## config.mk

```make
export PLATFORM = sky130hd
export DESIGN_NAME = srb_shared_bank
export DESIGN_NICKNAME = d
export VERILOG_FILES = /design/src/srb_pkg.sv /design/src/srb_shared_bank.sv /design/src/srb_cfg_loader.sv
export SDC_FILE = /design/constraint.sdc
export NUM_CORES = 1
export LEC_CHECK = 0
export BUFFER_PORTS_ARGS = -buffer_cell sky130_fd_sc_hd__buf_4
export CAP_MARGIN = 20
export CORE_MARGIN = 1.5
export CORE_UTILIZATION = 30
export CTS_BUF_LIST = sky130_fd_sc_hd__clkbuf_8
export DETAILED_ROUTE_END_ITERATION = 7
export GPL_TIMING_DRIVEN = 0
export PLACE_DENSITY = 0.55
export REMOVE_ABC_BUFFERS = 1
export SLEW_MARGIN = 20
export SYNTH_ARGS = -nofsm -noshare
export SYNTH_HDL_FRONTEND = slang
export SYNTH_SLANG_ARGS = --single-unit
```

## constraint.sdc

```tcl
create_clock -name clk_sys_i -period 4 [get_ports clk_sys_i]
set_input_delay 0.2 -clock clk_sys_i [delete_from_list [all_inputs] [get_ports clk_sys_i]]
set_output_delay 0.2 -clock clk_sys_i [all_outputs]
set_load 0.1 [all_outputs]
```

## src/srb_pkg.sv

```systemverilog
// srb_pkg: constants of the shared register bank and lane steering.
// assumes a byte-wide register port from the device's bus slave engine.
package srb_pkg;
   // register offsets
   localparam logic [7:0] ADDR_STRAP = 8'h00;
   localparam logic [7:0] ADDR_VER = 8'h01;
   localparam logic [7:0] ADDR_RSV2 = 8'h02;
   localparam logic [7:0] ADDR_RSV3 = 8'h03;
   localparam logic [7:0] ADDR_CTL = 8'h04;
   localparam logic [7:0] ADDR_STAT = 8'h05;
   localparam logic [7:0] ADDR_RSV6 = 8'h06;
   localparam logic [7:0] ADDR_RSV7 = 8'h07;
   localparam logic [7:0] ADDR_SEL = 8'hff;
   // field positions
   localparam int SEL_BCAST_BIT = 3;
   localparam int SEL_STEER_BIT = 2;
   localparam int CTL_SOFTRST_BIT = 6;
   localparam int CTL_BMRST_BIT = 5;
   localparam int CTL_FORCE_BIT = 4;
   localparam int STAT_DISABLE_BIT = 7;
   localparam int STAT_DONE_BIT = 4;
   localparam int STRAP_LSB = 4;
   localparam logic [7:0] STAT_WR_MASK = 8'he0;
   // reset values
   localparam logic [7:0] SEL_RST = 8'h00;
   localparam logic [7:0] RSV2_RST = 8'h00;
   localparam logic [7:0] CTL_RST = 8'h01;
   localparam logic [7:0] STAT_RST = 8'h00;
   localparam logic [7:0] RSV6_RST = 8'h00;
   localparam logic [7:0] RSV7_RST = 8'h05;
   localparam logic [7:0] READ_NONE = 8'h00;
   localparam logic [6:0] BUS_ADDR_BASE = 7'h18;
   localparam int N_LANES = 4;
   // timing: power-on configuration load waits this long
   localparam int CLK_PERIOD_PS = 5000;
   localparam int LOAD_DLY_NS = 80;
   localparam int LOAD_DLY_CYC =
      (LOAD_DLY_NS * 1000 + CLK_PERIOD_PS - 1) / CLK_PERIOD_PS;
endpackage

```

## src/srb_shared_bank.sv

```systemverilog
// srb_shared_bank: shared register set and lane steering of a four-lane
// retimer, behind the byte-wide register port of the bus slave engine.
// assumes one request per cycle; lane sets answer reads combinationally.
// Functional notes
// - every write to 0xff lands in the select register, never a lane
// - steering bit 2 low sends all reads and writes to the shared set
// - select bits 1:0 name the lane for reads and single-lane writes
// - bits 3 and 2 both set make every write except to 0xff reach all four lanes
// - one address decodes shared or lane by steering bit 2
// - writes to read-only registers or fields are dropped silently
// - strap bits read in 0x00 bits 7:4; bus address is 0x18 plus them
// - 0x04 bit 6 restores shared defaults then clears itself
// - 0x04 bit 5 resets the bus master engine then clears itself
// - setting 0x04 bit 4 forces a configuration load
// - 0x05 bit 7 blocks the power-on configuration load
// - 0x05 bit 4 reads one except while a configuration load runs
// - 0x05 bits 3..0 show lane 0..3 interrupt flags, read-only
// - access kinds read-only, read-write and self-clearing
// - lane reads use the lane in bits 1:0 even while broadcasting
// - reading the select register returns no valid contents
`timescale 1ns/1ps
module srb_shared_bank #(
   // identity values are arbitrary
   parameter logic [2:0] VERSION_CODE = 3'h2,
   parameter logic [4:0] PART_CODE = 5'h0a,
   parameter int LOAD_DLY = srb_pkg::LOAD_DLY_CYC
) (
   // clock and reset
   input wire logic clk_sys_i,
   input wire logic rst_n_i,
   // register port from the bus slave engine
   input wire logic reg_wr_i,
   input wire logic reg_rd_i,
   input wire logic [7:0] reg_addr_i,
   input wire logic [7:0] reg_wdata_i,
   output logic [7:0] reg_rdata_o,
   output logic reg_rvalid_o,
   // lane register sets
   output logic [srb_pkg::N_LANES-1:0] lane_wr_o,
   output logic lane_rd_o,
   output logic [7:0] lane_addr_o,
   output logic [7:0] lane_wdata_o,
   input wire logic [8*srb_pkg::N_LANES-1:0] lane_rdata_i,
   input wire logic [srb_pkg::N_LANES-1:0] lane_irq_i,
   // straps and bus address
   input wire logic [3:0] strap_addr_i,
   output logic [6:0] bus_addr_o,
   // bus master engine
   output logic bm_rst_o,
   output logic ee_start_o,
   input wire logic ee_done_i
);
   import srb_pkg::*;

   generate
      if (N_LANES != 4) begin : g_chk
         $error("lane index field serves exactly four lanes");
      end
   endgenerate

   typedef struct packed {
      logic [7:0] sel;
      logic [7:0] rsv2;
      logic [7:0] ctl;
      logic [7:0] stat;
      logic [7:0] rsv6;
      logic [7:0] rsv7;
      logic [3:0] irq;
      logic [3:0] strap;
      logic strap_taken;
      logic [6:0] bus_addr;
      logic rd_pend;
      logic rd_lane;
      logic [1:0] rd_idx;
      logic [7:0] rd_addr;
      logic [7:0] rdata;
      logic rvalid;
      logic [3:0] lane_wr;
      logic lane_rd;
      logic [7:0] lane_addr;
      logic [7:0] lane_wdata;
      logic bm_rst;
      logic force_pls;
   } srb_state_t;

   localparam srb_state_t ST_RST = '{
      sel: SEL_RST,
      rsv2: RSV2_RST, ctl: CTL_RST, stat: STAT_RST,
      rsv6: RSV6_RST, rsv7: RSV7_RST, irq: 4'h0, strap: 4'h0,
      strap_taken: 1'b0, bus_addr: BUS_ADDR_BASE, rd_pend: 1'b0,
      rd_lane: 1'b0, rd_idx: 2'h0, rd_addr: 8'h00, rdata: 8'h00,
      rvalid: 1'b0, lane_wr: 4'h0, lane_rd: 1'b0, lane_addr: 8'h00,
      lane_wdata: 8'h00, bm_rst: 1'b0, force_pls: 1'b0};

   srb_state_t st;
   srb_state_t next_st;
   logic ld_done;
   logic [3:0] irq_rev;
   logic [7:0] lane_pick;
   logic [7:0] shared_rd;
   logic steer;
   logic wr_sel;

   // lane 0 reports in bit 3, lane 3 in bit 0
   genvar gi;
   generate
      for (gi = 0; gi < N_LANES; gi++) begin : g_irq
         assign irq_rev[N_LANES-1-gi] = lane_irq_i[gi];
      end
   endgenerate

   assign lane_pick = lane_rdata_i[{st.rd_idx, 3'b000} +: 8];
   assign steer = st.sel[SEL_STEER_BIT];
   assign wr_sel = reg_wr_i && reg_addr_i == ADDR_SEL;

   // shared read data; undefined addresses read as zero
   always_comb begin
      unique case (st.rd_addr)
         ADDR_STRAP: shared_rd = {st.strap, 4'h0};
         ADDR_VER: shared_rd = {VERSION_CODE, PART_CODE};
         ADDR_RSV2: shared_rd = st.rsv2;
         ADDR_CTL: shared_rd = st.ctl;
         ADDR_STAT: begin
            shared_rd = st.stat & STAT_WR_MASK;
            shared_rd[STAT_DONE_BIT] = ld_done;
            shared_rd[3:0] = st.irq;
         end
         ADDR_RSV6: shared_rd = st.rsv6;
         ADDR_RSV7: shared_rd = st.rsv7;
         ADDR_SEL: shared_rd = READ_NONE;
         default: shared_rd = READ_NONE;
      endcase
   end

   always_comb begin
      next_st = st;
      next_st.lane_wr = 4'h0;
      next_st.lane_rd = 1'b0;
      next_st.bm_rst = 1'b0;
      next_st.force_pls = 1'b0;
      next_st.irq = irq_rev;
      // straps caught once, on the first edge after reset release
      if (!st.strap_taken) begin
         next_st.strap = strap_addr_i;
         next_st.bus_addr = BUS_ADDR_BASE + {3'h0, strap_addr_i};
         next_st.strap_taken = 1'b1;
      end
      // self-clearing actions, one cycle after the bit was written
      if (st.ctl[CTL_BMRST_BIT]) begin
         next_st.ctl[CTL_BMRST_BIT] = 1'b0;
         next_st.bm_rst = 1'b1;
      end
      if (st.ctl[CTL_SOFTRST_BIT]) begin
         // restores every shared default, which also clears the bit
         next_st.sel = SEL_RST;
         next_st.rsv2 = RSV2_RST;
         next_st.ctl = CTL_RST;
         next_st.stat = STAT_RST;
         next_st.rsv6 = RSV6_RST;
         next_st.rsv7 = RSV7_RST;
      end
      // read pipeline, second stage: capture the answer
      next_st.rvalid = st.rd_pend;
      next_st.rd_pend = 1'b0;
      if (st.rd_pend) begin
         next_st.rdata = st.rd_lane ? lane_pick : shared_rd;
      end
      // read pipeline, first stage
      if (reg_rd_i) begin
         next_st.rd_pend = 1'b1;
         next_st.rd_addr = reg_addr_i;
         next_st.rd_idx = st.sel[1:0];
         next_st.rd_lane = steer && reg_addr_i != ADDR_SEL;
         if (steer && reg_addr_i != ADDR_SEL) begin
            next_st.lane_rd = 1'b1;
            next_st.lane_addr = reg_addr_i;
         end
      end
      // writes: the select register captures regardless of steering
      if (wr_sel) begin
         next_st.sel = reg_wdata_i;
      end else if (reg_wr_i && steer) begin
         next_st.lane_addr = reg_addr_i;
         next_st.lane_wdata = reg_wdata_i;
         if (st.sel[SEL_BCAST_BIT]) begin
            next_st.lane_wr = 4'hf;
         end else begin
            next_st.lane_wr = 4'h1 << st.sel[1:0];
         end
      end else if (reg_wr_i) begin
         // read-only addresses fall through and are ignored
         unique case (reg_addr_i)
            ADDR_RSV2: next_st.rsv2 = reg_wdata_i;
            ADDR_CTL: begin
               next_st.ctl = reg_wdata_i;
               next_st.force_pls = reg_wdata_i[CTL_FORCE_BIT]
                  && !st.ctl[CTL_FORCE_BIT];
            end
            ADDR_STAT: next_st.stat = reg_wdata_i & STAT_WR_MASK;
            ADDR_RSV6: next_st.rsv6 = reg_wdata_i;
            ADDR_RSV7: next_st.rsv7 = reg_wdata_i;
            default: next_st.rsv2 = next_st.rsv2;
         endcase
      end
   end

   always_ff @(posedge clk_sys_i) begin
      if (!rst_n_i) begin
         st <= ST_RST;
      end else begin
         st <= next_st;
      end
   end

   srb_cfg_loader #(
      .LOAD_DLY(LOAD_DLY)
   ) u_loader (
      .clk_sys_i(clk_sys_i),
      .rst_n_i(rst_n_i),
      .force_i(st.force_pls),
      .disable_i(st.stat[STAT_DISABLE_BIT]),
      .abort_i(st.bm_rst),
      .ee_done_i(ee_done_i),
      .ee_start_o(ee_start_o),
      .done_o(ld_done)
   );

   assign reg_rdata_o = st.rdata;
   assign reg_rvalid_o = st.rvalid;
   assign lane_wr_o = st.lane_wr;
   assign lane_rd_o = st.lane_rd;
   assign lane_addr_o = st.lane_addr;
   assign lane_wdata_o = st.lane_wdata;
   assign bus_addr_o = st.bus_addr;
   assign bm_rst_o = st.bm_rst;
endmodule // srb_shared_bank

```

## src/srb_cfg_loader.sv

```systemverilog
// srb_cfg_loader: sequences the configuration load from external memory.
// assumes an external master engine that answers each start with done.
`timescale 1ns/1ps
module srb_cfg_loader #(
   parameter int LOAD_DLY = srb_pkg::LOAD_DLY_CYC
) (
   // clock and reset
   input wire logic clk_sys_i,
   input wire logic rst_n_i,
   // control from the shared bank
   input wire logic force_i,
   input wire logic disable_i,
   input wire logic abort_i,
   // master engine
   input wire logic ee_done_i,
   output logic ee_start_o,
   output logic done_o
);
   import srb_pkg::*;
   localparam int CW = $clog2(LOAD_DLY + 1);
   localparam logic [CW-1:0] DLY_LAST = CW'(LOAD_DLY - 1);

   generate
      if (LOAD_DLY < 1) begin : g_chk
         $error("load delay must be at least one cycle");
      end
   endgenerate

   typedef enum logic [2:0] {
      LD_WAIT = 3'b001,
      LD_IDLE = 3'b010,
      LD_RUN = 3'b100
   } srb_ld_state_t;

   typedef struct packed {
      srb_ld_state_t fsm;
      logic [CW-1:0] cnt;
      logic start;
      logic done;
   } srb_ld_t;

   localparam srb_ld_t LD_RST = '{fsm: LD_WAIT, cnt: '0, start: 1'b0,
                                  done: 1'b1};
   srb_ld_t st;
   srb_ld_t next_st;

   always_comb begin
      next_st = st;
      next_st.start = 1'b0;
      unique case (st.fsm)
         LD_WAIT: begin
            next_st.cnt = st.cnt + CW'(1);
            if (st.cnt == DLY_LAST) begin
               // power-on load skipped when software disabled it
               if (disable_i) begin
                  next_st.fsm = LD_IDLE;
               end else begin
                  next_st.fsm = LD_RUN;
                  next_st.start = 1'b1;
                  next_st.done = 1'b0;
               end
            end
         end
         LD_IDLE: begin
            if (force_i) begin
               next_st.fsm = LD_RUN;
               next_st.start = 1'b1;
               next_st.done = 1'b0;
            end
         end
         LD_RUN: begin
            if (ee_done_i) begin
               next_st.fsm = LD_IDLE;
               next_st.done = 1'b1;
            end
         end
         default: next_st = LD_RST;
      endcase
      // engine reset abandons a load in flight
      if (abort_i && st.fsm != LD_WAIT) begin
         next_st.fsm = LD_IDLE;
         next_st.start = 1'b0;
         next_st.done = 1'b1;
      end
   end

   always_ff @(posedge clk_sys_i) begin
      if (!rst_n_i) begin
         st <= LD_RST;
      end else begin
         st <= next_st;
      end
   end

   assign ee_start_o = st.start;
   assign done_o = st.done;
endmodule // srb_cfg_loader

```

==> reports/results.txt <==
status: finished, final reports clean
Core Box Area: 17100 um2
Final Slew Violations: 0
Post-synth EDFFs: 0
CTS sink count: 103
max-cap violations: 0
Tot Pwr: 2.12 mW
grt ovf: 0
drt first pass iters: 4
multi-input logic area: 2720 um2
antenna-violating nets left: 0
root buf cell: clkbuf_8
hold depth: 2
Seq cells post-synth: 103
worst r2r dst: st[94]$_SDFF_PN0_
leak pwr: 2.65 nW
Crit Path Category: flip-flop to flip-flop
FF-to-FF path depth: 4
Startpoint Class: flip-flop
DRT iter0 DRCs: 209
Worst Hold Launch: lane_irq_i[3]
Period Utilization, post-route: 0.513
Placer Congestion: 0.768
row count: 48
WL final: 12.8 mm
Synth async-reset ratio: 0
Worst Hold Class: input port to flip-flop
Setup-failing EPs final: 0
Final Critical Period: 2050 ps
hpwl dp: 8.74 mm
r2r startpoint: st[102]$_SDFFE_PN0P_
crit end category: flip-flop
H-tree Lvls: 3
worst vdd ir: 0.158 mV
Slew HR: 0.292
diode count: 0
Via density: 4.74
Die W: 135 um
CP required: 4270 ps
vias in the first global route: 3759
FMAX: 487 MHz
arrival time worst endpoint: 2330 ps
IO buf count: 98
Fin Setup TNS: 0 ps
Post-Layout Cell Count: 804
CTS Buf Count: 9
Clock Path Buffers: 2
first-pass GRT wire length: 20.0 mm
worst-path fanout max: 8
initial core utilization: 0.305
sequential element share of the synthesized area: 0.395
Mean Syn Cell Area: 9.81 um2
Clock Pin Slew Worst Setup and Hold Paths: 100 ps
Cell Area, Synth: 5220 um2
ys flop type: dfxtp_1
Clock Latency Late Sink: 380 ps
Reg2Reg Setup Slack: 1950 ps
initial antenna violation count: 0
die area: 18200 um2
Ports: 100
Cells after Synth: 532
worst clock skew: 12.0 ps
pwr dens: 346 nW/um2
yosys warns: 0
layout cells sized above 1: 0.244
RSZ-0062 raised after global routing: no
Area Overhead vs Synth: 17.4%
Worst Tran Pin Value: 1060 ps
hold-critical path endpoint: st[56]$_SDFF_PN0_
Synth cell types: 54
die extent in y: 135 um
CTS tree: done
DRC errors left: 0
largest net degree at the start of global routing: 103
vias post-DR: 3810
final net count: 637
DR WL/cell: 16.0 um
Fill cells: 1732
dpl cells: 785
Seq. cell area: 2060 um2
GRT Total Usage: 0.143
Final Hold Viols: 0
==> metal layers <==
| layer | GRT usage | up-vias | wire length [um] |
|---|---|---|---|
| met3 | 0.0364 | 4 | 503 |
| li1 | - | 1900 | - |
| met2 | 0.237 | 65 | 6200 |
| met1 | 0.188 | 1841 | 6060 |
| met4 | 0.0299 | 0 | 76 |
| met5 | 0 | - | 0 |
==> how the worst max path moves through the flow <==
stage / start / endpoint / slack, ps / cells past startpoint
2_1_floorplan: bus_addr_o[4]$_SDFFE_PN1N_ / bus_addr_o[4]$_SDFFE_PN1N_ / 2110 / 2
3_5_place_dp: st[102]$_SDFFE_PN0P_ / st[98]$_SDFF_PN0_ / 1920 / 4
3_3_place_gp: st[102]$_SDFFE_PN0P_ / st[99]$_SDFF_PN0_ / 1950 / 4
4_1_cts: st[102]$_SDFFE_PN0P_ / st[94]$_SDFF_PN0_ / 1920 / 4
6_report: st[102]$_SDFFE_PN0P_ / st[94]$_SDFF_PN0_ / 1950 / 4
5_1_grt: st[102]$_SDFFE_PN0P_ / st[98]$_SDFF_PN0_ / 1820 / 4
==> cell usage in the layout (no fill, tap or decap), types with 9 or more instances in the layout <==
cell | synthesis | layout
nor2_1 | 16 | 16
and2_1 | 9 | 9
o21ai_0 | 14 | 14
a21oi_1 | 15 | 15
dfxtp_1 | 103 | 101
clkbuf_8 | 0 | 12
a22oi_1 | 10 | 10
nand3b_1 | 14 | 14
nand2_1 | 17 | 17
buf_4 | 35 | 98
mux4_2 | 9 | 9
mux2i_1 | 75 | 75
nor2b_1 | 84 | 84
==> state kept, by name, indices dropped and copies added (netlist names), 4 cells and up <==
| name | cells |
|---|---|
| lane_wdata_o | 8 |
| lane_addr_o | 8 |
| st | 60 |
| u_loader.st | 8 |
| lane_wr_o | 4 |
| reg_rdata_o | 8 |
==> cells by family after synthesis <==
| group | after synthesis | synth area share |
|---|---|---|
| and+or+nand+nor | 190 | 0.232 |
| DFF | 103 | 0.395 |
| muxes | 84 | 0.183 |
| buffers and inverters | 78 | 0.0839 |
| AOI/OAI and AO/OA | 72 | 0.0969 |
| adders and majority gates | 2 | 0.00480 |
| xor gates and xnor gates | 2 | 0.00336 |
| other | 1 | 0.000719 |
==> through the flow <==
stage                     instance area, um2  worst slack [ps]  hold slack (ps)   util
final                                   6120              1950             25.6  0.358
after global routing                    6120              1820             4.13  0.358
after CTS                               6120              1920            0.965  0.358
after detailed placement                5830              1920              413  0.340
after global placement                  5830              1950              416  0.340
after floorplan                         4810              2110              228      -
==> worst max-delay path, cell delays in order, from the launching register on <==
cell,delay [ps]
dfxtp_1,440
nor4b_4,450
nand4b_1,640
mux2i_1,350
nor2b_1,60
==> timing repair <==
action,CTS,global route
hold buffers,3,0
resized for setup,0,0
endpoints found under the hold margin,3,0
setup buffers,0,0
==> report_power, final <==
part           switching [mW]  internal (mW)  leakage [nW]
registers              0.0266           1.04         0.836
logic                   0.117         0.0943          1.68
clock network           0.368          0.470         0.133
total                   0.511           1.61          2.65
==> final cells by class <==
class                           count  share of cell area
Sequential cell                   103               0.337
Clock buffer                       12              0.0270
Timing Repair Buffer              101               0.125
Inverter                            8             0.00490
Tap cell                          225              0.0460
Multi-Input combinational cell    351               0.444
Clock inverter                      4              0.0161
==> cells in the mapped netlist (all sizes together) (5+ instances only) <==
master  instances  area [um2]
a21oi          15        75.1
dfxtp         103        2060
mux4            9         203
clkbuf         23        86.3
nand2          17        63.8
and2            9        56.3
nand3           5        25.0
nor3b           8        60.1
mux2i          75         751
inv             8        30.0
a22oi          10        75.1
and3            5        31.3
nor3            6        40.0
nand3b         14         105
o21ai          16        80.1
buf            47         322
nand2b          8        50.1
or3b            5        43.8
nor2           17        71.3
nor2b          84         526
No activity file was read; power rests on OpenSTA's default activity.
